`src/design/msd_cfg.svh`:
```
// constants for the metering status and data register bank
`ifndef MSD_CFG_SVH
`define MSD_CFG_SVH
// register offsets, one per word address of the register port
`define MSD_OFF_SYS_STATUS 9'h0CA
`define MSD_OFF_INST_FREQ 9'h0CB
`define MSD_OFF_INST_P 9'h0CC
`define MSD_OFF_INST_Q 9'h0CD
`define MSD_OFF_INST_I 9'h0CE
`define MSD_OFF_INST_U 9'h0CF
`define MSD_OFF_AVG_P 9'h0D0
`define MSD_OFF_AVG_Q 9'h0D1
`define MSD_OFF_AVG_FREQ 9'h0D2
`define MSD_OFF_AVG_I 9'h0D3
`define MSD_OFF_FLAG_CLR 9'h19D
`define MSD_OFF_IRQ_MASK 9'h1F0
`define MSD_OFF_DATA_VALID 9'h1F1
// field positions
`define MSD_BIT_REF_LEAK 0
`define MSD_BIT_PHASE_DONE 9
`define MSD_BIT_POWERDOWN 6
`define MSD_VALID_RMS 0
`define MSD_VALID_PWR 1
`define MSD_VALID_AVG 2
// reset values
`define MSD_DATA_RST 32'h0000_0000
`define MSD_FLAG_RST 1'b0
`define MSD_MASK_RST 1'b0
// timing: clock rate, base tick and refresh periods in milliseconds
`define MSD_CLK_MHZ 20
`define MSD_BASE_US 10000
`define MSD_BASE_CYCLES (`MSD_BASE_US * `MSD_CLK_MHZ)
`define MSD_BASE_MS 10
`define MSD_RMS_MS 10
`define MSD_FREQ_MS 20
`define MSD_PWR_MS 160
`define MSD_AVGF_MS 320
`define MSD_AVGI_MS 320
`define MSD_AVGP_MS 640
`define MSD_RMS_SETTLE_MS 160
`define MSD_PWR_SETTLE_MS 480
`define MSD_AVG_SETTLE_MS 1280
`endif

```
`src/design/msd_pkg.sv`:
```
// types shared by the metering status and data register bank
package msd_pkg;
    // raw results handed over by the metering datapath
    typedef struct packed {
        logic [31:0] freq;
        logic [31:0] p_inst;
        logic [31:0] q_inst;
        logic [31:0] i_rms;
        logic [31:0] u_rms;
        logic [31:0] p_avg;
        logic [31:0] q_avg;
        logic [31:0] freq_avg;
        logic [31:0] i_avg;
    } msd_meas_type;
    // one request on the register port
    typedef struct packed {
        logic [8:0] addr;
        logic [31:0] wdata;
        logic wr;
        logic rd;
    } msd_req_type;
endpackage

```
`src/design/msd_regs.sv`:
```
// metering status flags and read-only metering data registers
`timescale 1ns/100ps
`include "msd_cfg.svh"
module msd_regs
    import msd_pkg::*;
#(
    parameter int BASE_CYCLES = `MSD_BASE_CYCLES
)
(
    // clock and reset
    input wire logic clock_in,
    input wire logic rst_b_in,
    // further reset sources
    input wire logic rx_reset_in,
    input wire logic soft_reset_in,
    // register port
    input wire msd_req_type req_in,
    output logic [31:0] rdata_out,
    // analog and measurement events
    input wire logic ref_leak_in,
    input wire logic main_supply_low_in,
    input wire logic phase_done_in,
    input wire msd_meas_type meas_in,
    // interrupt
    output logic irq_out
);

    //------------------------------------------------------------
    // derived periods in base ticks
    //------------------------------------------------------------
    localparam logic [6:0] FREQ_MASK = 7'((`MSD_FREQ_MS / `MSD_BASE_MS) - 1);
    localparam logic [6:0] RMS_MASK = 7'((`MSD_RMS_MS / `MSD_BASE_MS) - 1);
    localparam logic [6:0] PWR_MASK = 7'((`MSD_PWR_MS / `MSD_BASE_MS) - 1);
    localparam logic [6:0] AVGF_MASK = 7'((`MSD_AVGF_MS / `MSD_BASE_MS) - 1);
    localparam logic [6:0] AVGI_MASK = 7'((`MSD_AVGI_MS / `MSD_BASE_MS) - 1);
    localparam logic [6:0] AVGP_MASK = 7'((`MSD_AVGP_MS / `MSD_BASE_MS) - 1);
    localparam logic [7:0] RMS_SETTLE = 8'(`MSD_RMS_SETTLE_MS / `MSD_BASE_MS);
    localparam logic [7:0] PWR_SETTLE = 8'(`MSD_PWR_SETTLE_MS / `MSD_BASE_MS);
    localparam logic [7:0] AVG_SETTLE = 8'(`MSD_AVG_SETTLE_MS / `MSD_BASE_MS);
    localparam logic [17:0] BASE_LAST = 18'(BASE_CYCLES - 1);

    // refresh is due when the low tick bits selected by the mask are all ones
    function automatic logic msd_due(input logic [6:0] cnt, input logic [6:0] mask);
        msd_due = ((cnt & mask) == mask);
    endfunction

    //------------------------------------------------------------
    // declarations
    //------------------------------------------------------------
    logic meter_clr;
    logic [17:0] base_cnt_reg;
    logic base_tick;
    logic [6:0] tick_cnt_reg;
    logic [7:0] settle_reg;
    logic [31:0] freq_reg;
    logic [31:0] p_inst_reg;
    logic [31:0] q_inst_reg;
    logic [31:0] i_rms_reg;
    logic [31:0] u_rms_reg;
    logic [31:0] p_avg_reg;
    logic [31:0] q_avg_reg;
    logic [31:0] freq_avg_reg;
    logic [31:0] i_avg_reg;
    logic flag_phase_reg;
    logic flag_pdn_reg;
    logic mask_phase_reg;
    logic mask_pdn_reg;
    logic clr_write;
    logic [31:0] rdata_next;
    logic [31:0] rdata_reg;

    // either synchronous reset source restarts the metering side
    assign meter_clr = rx_reset_in | soft_reset_in;
    assign base_tick = (base_cnt_reg == BASE_LAST);
    assign clr_write = req_in.wr && (req_in.addr == `MSD_OFF_FLAG_CLR);

    //------------------------------------------------------------
    // base timer
    //------------------------------------------------------------
    // one tick per 10 ms; shorten BASE_CYCLES in simulation
    always_ff @(posedge clock_in or negedge rst_b_in)
    begin
        if (!rst_b_in)
            base_cnt_reg <= 18'h00000;
        else if (meter_clr || base_tick)
            base_cnt_reg <= 18'h00000;
        else
            base_cnt_reg <= base_cnt_reg + 18'h00001;
    end

    // free tick count; all refresh periods are powers of two of the base
    always_ff @(posedge clock_in or negedge rst_b_in)
    begin
        if (!rst_b_in)
            tick_cnt_reg <= 7'h00;
        else if (meter_clr)
            tick_cnt_reg <= 7'h00;
        else if (base_tick)
            tick_cnt_reg <= tick_cnt_reg + 7'h01;
    end

    // settling age in ticks, saturating so it never wraps back to invalid
    always_ff @(posedge clock_in or negedge rst_b_in)
    begin
        if (!rst_b_in)
            settle_reg <= 8'h00;
        else if (meter_clr)
            settle_reg <= 8'h00;
        else if (base_tick && (settle_reg < AVG_SETTLE))
            settle_reg <= settle_reg + 8'h01;
    end

    //------------------------------------------------------------
    // metering data registers
    //------------------------------------------------------------
    // each register samples the datapath only at its own refresh point
    always_ff @(posedge clock_in or negedge rst_b_in)
    begin
        if (!rst_b_in)
        begin
            freq_reg <= `MSD_DATA_RST;
            p_inst_reg <= `MSD_DATA_RST;
            q_inst_reg <= `MSD_DATA_RST;
            i_rms_reg <= `MSD_DATA_RST;
            u_rms_reg <= `MSD_DATA_RST;
            p_avg_reg <= `MSD_DATA_RST;
            q_avg_reg <= `MSD_DATA_RST;
            freq_avg_reg <= `MSD_DATA_RST;
            i_avg_reg <= `MSD_DATA_RST;
        end
        else if (meter_clr)
        begin
            freq_reg <= `MSD_DATA_RST;
            p_inst_reg <= `MSD_DATA_RST;
            q_inst_reg <= `MSD_DATA_RST;
            i_rms_reg <= `MSD_DATA_RST;
            u_rms_reg <= `MSD_DATA_RST;
            p_avg_reg <= `MSD_DATA_RST;
            q_avg_reg <= `MSD_DATA_RST;
            freq_avg_reg <= `MSD_DATA_RST;
            i_avg_reg <= `MSD_DATA_RST;
        end
        else if (base_tick)
        begin
            if (msd_due(tick_cnt_reg, FREQ_MASK))
                freq_reg <= meas_in.freq;
            if (msd_due(tick_cnt_reg, PWR_MASK))
            begin
                p_inst_reg <= meas_in.p_inst;
                q_inst_reg <= meas_in.q_inst;
            end
            if (msd_due(tick_cnt_reg, RMS_MASK))
            begin
                i_rms_reg <= meas_in.i_rms;
                u_rms_reg <= meas_in.u_rms;
            end
            if (msd_due(tick_cnt_reg, AVGP_MASK))
            begin
                p_avg_reg <= meas_in.p_avg;
                q_avg_reg <= meas_in.q_avg;
            end
            if (msd_due(tick_cnt_reg, AVGF_MASK))
                freq_avg_reg <= meas_in.freq_avg;
            if (msd_due(tick_cnt_reg, AVGI_MASK))
                i_avg_reg <= meas_in.i_avg;
        end
    end

    //------------------------------------------------------------
    // latched flags and interrupt
    //------------------------------------------------------------
    // set wins over a clear in the same cycle so no event is lost
    always_ff @(posedge clock_in or negedge rst_b_in)
    begin
        if (!rst_b_in)
            flag_phase_reg <= `MSD_FLAG_RST;
        else if (phase_done_in)
            flag_phase_reg <= 1'b1;
        else if (clr_write && req_in.wdata[`MSD_BIT_PHASE_DONE])
            flag_phase_reg <= 1'b0;
    end

    // a supply that stays low keeps the flag set through any clear
    always_ff @(posedge clock_in or negedge rst_b_in)
    begin
        if (!rst_b_in)
            flag_pdn_reg <= `MSD_FLAG_RST;
        else if (main_supply_low_in)
            flag_pdn_reg <= 1'b1;
        else if (clr_write && req_in.wdata[`MSD_BIT_POWERDOWN])
            flag_pdn_reg <= 1'b0;
    end

    // mask register shares the flag layout
    always_ff @(posedge clock_in or negedge rst_b_in)
    begin
        if (!rst_b_in)
        begin
            mask_phase_reg <= `MSD_MASK_RST;
            mask_pdn_reg <= `MSD_MASK_RST;
        end
        else if (req_in.wr && (req_in.addr == `MSD_OFF_IRQ_MASK))
        begin
            mask_phase_reg <= req_in.wdata[`MSD_BIT_PHASE_DONE];
            mask_pdn_reg <= req_in.wdata[`MSD_BIT_POWERDOWN];
        end
    end

    // level interrupt while any enabled flag stands
    assign irq_out = (flag_phase_reg & mask_phase_reg) | (flag_pdn_reg & mask_pdn_reg);

    //------------------------------------------------------------
    // read path
    //------------------------------------------------------------
    // unmapped and reserved bits read zero; data only in the next cycle
    always_comb
    begin
        rdata_next = 32'h0000_0000;
        case (req_in.addr)
            `MSD_OFF_SYS_STATUS:
                rdata_next[`MSD_BIT_REF_LEAK] = ref_leak_in;
            `MSD_OFF_INST_FREQ:
                rdata_next = freq_reg;
            `MSD_OFF_INST_P:
                rdata_next = p_inst_reg;
            `MSD_OFF_INST_Q:
                rdata_next = q_inst_reg;
            `MSD_OFF_INST_I:
                rdata_next = i_rms_reg;
            `MSD_OFF_INST_U:
                rdata_next = u_rms_reg;
            `MSD_OFF_AVG_P:
                rdata_next = p_avg_reg;
            `MSD_OFF_AVG_Q:
                rdata_next = q_avg_reg;
            `MSD_OFF_AVG_FREQ:
                rdata_next = freq_avg_reg;
            `MSD_OFF_AVG_I:
                rdata_next = i_avg_reg;
            `MSD_OFF_FLAG_CLR:
            begin
                rdata_next[`MSD_BIT_PHASE_DONE] = flag_phase_reg;
                rdata_next[`MSD_BIT_POWERDOWN] = flag_pdn_reg;
            end
            `MSD_OFF_IRQ_MASK:
            begin
                rdata_next[`MSD_BIT_PHASE_DONE] = mask_phase_reg;
                rdata_next[`MSD_BIT_POWERDOWN] = mask_pdn_reg;
            end
            `MSD_OFF_DATA_VALID:
            begin
                rdata_next[`MSD_VALID_RMS] = (settle_reg >= RMS_SETTLE);
                rdata_next[`MSD_VALID_PWR] = (settle_reg >= PWR_SETTLE);
                rdata_next[`MSD_VALID_AVG] = (settle_reg >= AVG_SETTLE);
            end
            default:
                rdata_next = 32'h0000_0000;
        endcase
    end

    // read data stand only in the cycle after the strobe
    always_ff @(posedge clock_in or negedge rst_b_in)
    begin
        if (!rst_b_in)
            rdata_reg <= 32'h0000_0000;
        else if (req_in.rd)
            rdata_reg <= rdata_next;
        else
            rdata_reg <= 32'h0000_0000;
    end

    assign rdata_out = rdata_reg;
endmodule

```
`config.mk`:
```
export PLATFORM = sky130hd
export DESIGN_NAME = msd_regs
export DESIGN_NICKNAME = d
export VERILOG_FILES = /design/src/design/msd_pkg.sv /design/src/design/msd_regs.sv
export VERILOG_INCLUDE_DIRS = /design/src /design/src/design
export SDC_FILE = /design/constraint.sdc
export NUM_CORES = 1
export LEC_CHECK = 0
export ABC_AREA = 1
export BUFFER_PORTS_ARGS = -buffer_cell sky130_fd_sc_hd__buf_4
export CORE_ASPECT_RATIO = 0.5
export CORE_MARGIN = 10
export CORE_UTILIZATION = 35
export DETAILED_ROUTE_END_ITERATION = 16
export PLACE_DENSITY = 0.63
export SYNTH_ARGS = -nofsm -noshare
export SYNTH_HDL_FRONTEND = slang
export SYNTH_SLANG_ARGS = --single-unit
export TNS_END_PERCENT = 10
```
`constraint.sdc`:
```
create_clock -name clock_in -period 4.59 [get_ports clock_in]
set_input_delay 0 -clock clock_in [delete_from_list [all_inputs] [get_ports clock_in]]
set_output_delay 0 -clock clock_in [all_outputs]
set_load 0.1 [all_outputs]
```
==> Word level (Yosys, flattened, before mapping) <==
Cells that the tools add are included.
{ "word_totals": {"reg_bits": 357, "latch_bits": 0, "ram_bits": 0, "romBits": 0, "inputBits": 338, "elab_cells": 105, "mem_count": 0} }
{ "classes": {"n_addsub": 3, "n_mul": 0, "div": 0, "order_cmp": 4, "n_eq_ne": 17, "n_shift": 0, "mux": 42, "n_bitwise": 4, "reduce_logical": 18} }
{ "op_table": {"columns": ["cell", "count"], "rows": [
  ["2-to-1 mux 32 bit", 26],
  ["one-hot mux 22 bit (9 select lines)", 1],
  ["equality test 9 x 8 -> 1 bit (second input constant)", 10],
  ["one-hot mux 1 bit (11 select lines)", 3],
  ["equality test 9 bit (second input constant)", 3],
  ["one-hot mux 3 bit (9 select lines)", 1],
  ["one-hot mux 2 bit (10 select lines)", 1],
  ["adder 18 x 1 -> 18 bit (second input constant)", 1],
  ["equality test 18 bit (second input constant)", 1],
  ["2-to-1 mux 18 bit", 1],
  ["one-hot mux 2 bit (9 select lines)", 1],
  ["2-to-1 mux 8 bit", 2],
  ["nonzero test 2 bit", 8],
  ["2-to-1 mux 7 bit", 2],
  ["adder 8 x 1 -> 8 bit (second input constant)", 1],
  ["greater-or-equal comparator 8 x 5 -> 1 bit (second input constant)", 1],
  ["greater-or-equal comparator 8 x 6 -> 1 bit (second input constant)", 1],
  ["greater-or-equal comparator 8 bit (second input constant)", 1],
  ["less-than comparator 8 bit (second input constant)", 1],
  ["AND reduction 2 bit", 4],
  ["adder 7 x 1 -> 7 bit (second input constant)", 1],
  ["equality test 6 bit (second input constant)", 1],
  ["equality test 5 bit (second input constant)", 1],
  ["logical AND 1 bit", 5],
  ["other kinds (5)", 10]
]} }

==> Longest topological paths before layout <==
{ "depth": {"depth_word": 5, "mapped_depth": 12} }

==> Worst setup path before layout <==
Ideal clock, no wire load.
{ "synth_timing": {"kind": "register to register", "from": "reg tick_cnt_reg[0]", "to": "reg freq_avg_reg[0]", "setup_ns": 0.130, "t_arrival_ns": 1.936, "required_ns": 4.460, "setup_slack_ns": 2.524, "path_stages_with_launch": 11, "synth_period_minus_slack_ns": 2.066, "cell_sequence": "dfrtp_1 > ha_1 > nand3_1 > inv_1 > clkbuf_1 > ha_1 > or2_2 > nand2_1 > buf_2 > clkbuf_1 > o21ai_0"} }
{ "synth_between": {"elab_chain_cells": 3} }
{ "synth_lines": {"columns": ["element", "line_no", "source"], "rows": [
  ["start, declared", "msd_regs.sv:53", "logic [6:0] tick_cnt_reg;"],
  ["start signal, assigned", "msd_regs.sv:99", "tick_cnt_reg <= tick_cnt_reg + 7'h01;"],
  ["equality test 5 bit", "msd_regs.sv:44", "msd_due = ((cnt & mask) == mask);"],
  ["nonzero test 2 bit (no source line)", null, null],
  ["AND reduction 2 bit (no source line)", null, null],
  ["end signal, assigned", "msd_regs.sv:128", "freq_avg_reg <= `MSD_DATA_RST;"],
  ["end signal, assigned", "msd_regs.sv:140", "freq_avg_reg <= `MSD_DATA_RST;"],
  ["end signal, assigned", "msd_regs.sv:163", "freq_avg_reg <= meas_in.freq_avg;"],
  ["end, declared", "msd_regs.sv:62", "logic [31:0] freq_avg_reg;"]
]} }
Every way passes these cells.
A chain may end at the register's enable or synchronous reset.

==> Final worst setup path <==
{ "layout_timing": {"from": "reg base_cnt_reg[0]", "to": "reg q_avg_reg[15]"} }
{ "layout_between": {"elab_chain_cells": 3} }
{ "layout_lines": {"columns": ["element", "line_no", "source"], "rows": [
  ["start, declared", "msd_regs.sv:51", "logic [17:0] base_cnt_reg;"],
  ["start signal, assigned", "msd_regs.sv:88", "base_cnt_reg <= base_cnt_reg + 18'h00001;"],
  ["equality test 18 bit", "msd_regs.sv:74", "assign base_tick = (base_cnt_reg == BASE_LAST);"],
  ["nonzero test 2 bit (no source line)", null, null],
  ["AND reduction 2 bit (no source line)", null, null],
  ["end signal, assigned", "msd_regs.sv:127", "q_avg_reg <= `MSD_DATA_RST;"],
  ["end signal, assigned", "msd_regs.sv:139", "q_avg_reg <= `MSD_DATA_RST;"],
  ["end signal, assigned", "msd_regs.sv:160", "q_avg_reg <= meas_in.q_avg;"],
  ["end, declared", "msd_regs.sv:61", "logic [31:0] q_avg_reg;"]
]} }
Every way passes these cells.

==> out/metrics.cfg <==
[timing]
final-setup-viol-count = 0
slew_headroom_pct = 19.7
max_freq_mhz = 284
finClkSkew_ns = 0.0240
setup_tns_ns = 0
rsz0062_at_grt = no
slew_viol_final = 0
hold_viol = 0
tightest_slew_ns = 1.20
period_needed_ns = 3.52
min_period_over_period_pct = 76.7
holdWs_ns = 0.0212

[power]
clockPowerShare_pct = 42.0
switching_power_mw = 1.91
comb_power_share_pct = 12.9
ir_worst_vdd_mv = 0.213
powerDensity_nw_per_um2 = 294
swShare_pct = 25.8
seq_power_share_pct = 45.0
intPower_mw = 5.49
p_leak_nw = 12.3

[floorplanning]
initial_core_util_pct = 35.7
die-width_um = 341
pin_count = 371
die_area_sq_um = 61600
rows = 58
fp.coreArea_sq_um = 50600
die_y_um = 181

[logic_synthesis]
synth_fp_nets = 2635
synth_compound_area_share_pct = 7.57
synth_top_area_share_pct = 49.4
yosys-top-cells-area = dfrtp_1 49%, nand2_1 14%, nand4_1 8.2%, nand3_1 7.2%, o21ai_0 3.8%
yosysMostFrequentCell = nand2_1
synth_edf_count = 0
synth_area_per_cell_sq_um = 7.87
synth_top_family_by_area = simple AND/OR/NAND/NOR gates
syn_area_sq_um = 18000
synthTopCellsByCount = 686 x nand2_1, 356 x dfrtp_1, 260 x nand3_1
ys.flop_type = dfrtp_1
synth_cell_type_count = 36
synth_fa_ha_area_share_pct = 0.347
seq_area_frac_synth_pct = 49.4
synthSimpleGateAreaFrac_pct = 34.4
ys_ff_latch = 356
yosysTopAreaCell = dfrtp_1
synth_warnings = 0
synth.area.mux_share_pct = 0
yosys.area_share.xor_xnor_pct = 0.486
async_flop_share_pct = 100
postSynthCellCount = 2292

[clock_network]
clockBufferDepth = 3
cts_root_buf = clkbuf_16
cts_inserted_buffers = 36
cts.sinks = 356
clk_latency_ns = 0.55
clkTransAtPathRegs_ns = 0.07
htree_levels = 2
cts_tree = done

[global_routing]
grt_pass1_vias = 18639
grt_max_degree = 182
grt_use_met1_pct = 29.5
busiest_layer = met2
antenna_found_initial = 6
gr-total-overflow = 0
grt_util_met3_pct = 5.77
grt_first_pass_wirelength_um = 114000
met2_usage_pct = 39.1
grt.total_usage_pct = 24.1

[job]
maxCapViolations = 0

[route]
vias = 19066
drt_iter0_drc = 2263
ant_nets = 0
dr.pass1.iters = 6
wire_per_inst_um = 21.9
totalWireLength_um = 77500
drc_errors = 0
vias_per_cell = 5.39

[placed_design]
gp_congestion = 1.00
port_buffers = 340
dp_hpwl_um = 53200

[final_layout]
fillers = 4752
seqCellArea_sq_um = 8910
fin_nets = 3160
areaGrowthSynthToFinish_pct = 39.6
multiInputGateArea_sq_um = 7800
drive_gt1_share_pct = 17.9

[outcome]
status = complete, no violations

[setup_path]
critPathLaunch = base_cnt_reg[0]
cp_data_arrival_time_ns = 3.99
reg2reg_from = base_cnt_reg[0]
r2r-end = q_avg_reg[15]
ff2ff_setup_slack_ns = 1.07
crit_type = reg2reg
ff2ff_path_depth = 10
startpoint_type = flip-flop
crit_required_ns = 5.05
end_kind = flip-flop
cp_max_fo = 91

[hold_path]
hp-class = in2async

-- placed cells by master, fill, tap and decap left out, types with 4 or more instances in the layout --
cell	synthesis	layout
a21oi_1	5	5
buf_12	0	4
buf_4	13	365
clkbuf_1	99	7
clkbuf_16	0	37
clkbuf_8	0	12
dfrtp_1	356	356
diode_2	0	5
dlygate4sd3_1	0	301
ha_1	5	5
inv_1	137	135
nand2_1	686	685
nand3_1	260	260
nand3b_1	10	10
nand4_1	237	237
nor2_1	147	138
nor2_2	1	5
nor2_4	0	5
nor3_1	14	14
nor3b_1	6	6
o21ai_0	138	138
o21ai_1	16	16
o21ai_2	60	60
xnor2_1	4	4
xor2_1	6	6
-- worst max path at each step --
stage / end / cells past startpoint
6_report: q_avg_reg[15] / 10
5_1_grt: p_avg_reg[13] / 10
4_1_cts: q_avg_reg[15] / 10
3_5_place_dp: p_avg_reg[13] / 10
3_3_place_gp: p_avg_reg[13] / 10
2_1_floorplan: freq_avg_reg[0] / 10
-- critical path, cell delays in order, from the launching register on --
cell     delay [ns]
dfrtp_1        0.43
ha_1           0.26
nand3_2        0.14
nor3_2         0.06
nand4_2        0.06
buf_4          0.46
nand2_8        0.49
nand2_4        0.78
buf_12         0.40
nand2_1        0.13
o21ai_2        0.08
-- kinds of logic (layout without fill, tap and decap cells) --
logic type / after synthesis / after routing
adder cells (fa/ha/maj): 5 / 5
AND/OR/NAND/NOR: 1372 / 1372
XOR/XNOR: 10 / 10
other: 0 / 5
buffers and inverters: 324 / 876
AO/OA/AOI/OAI: 225 / 225
flip-flops: 356 / 356
-- power groups by stage --
| stage | Combinational, mW | Sequential [mW] | Clock, mW |
|---|---|---|---|
| finish | 0.956 | 3.33 | 3.11 |
| global route | 1.03 | 3.34 | 3.26 |
| floorplan | 0.350 | 3.37 | 0 |
| CTS | 0.942 | 3.33 | 3.12 |
| detailed placement | 0.728 | 3.39 | 0 |
| global placement | 0.719 | 3.38 | 0 |
-- cell type report --
cell class	count	area share, %
Sequential cell	356	35.4
Tap cell	690	3.43
Clock inverter	9	0.432
Timing Repair Buffer	671	23.2
Antenna cell	5	0.0497
Clock buffer	56	4.44
Inverter	140	2.09
Multi-Input combinational cell	1612	31.0
-- routing by layer --
layer	share of wire (%)	vias up	wire length [um]
met1	38	9263	29500
met5	0.034	-	26
li1	-	8695	-
met4	5.4	4	4180
met3	8.6	208	6650
met2	48	896	37200
-- stage by stage --
step           std cells  util (%)  total power, mW  cell area [sq um]  setup slack, ns
2_1_floorplan       2292         -             3.72              18000             2.52
3_3_place_gp        3168      41.4             4.10              20900             1.21
3_5_place_dp        3168      41.4             4.11              20900             1.17
4_1_cts             3534      49.8             7.39              25200             1.15
5_1_grt             3539      49.8             7.64              25200            0.837
6_report            3539      49.8             7.40              25200             1.07
-- what timing repair did --
action / CTS / global route
resized for setup: 0 / 0
hold buffers: 301 / 0
hold endpoints to repair: 397 / 0
buffers inserted: 0 / 0
(Power assumes the default switching activity.)
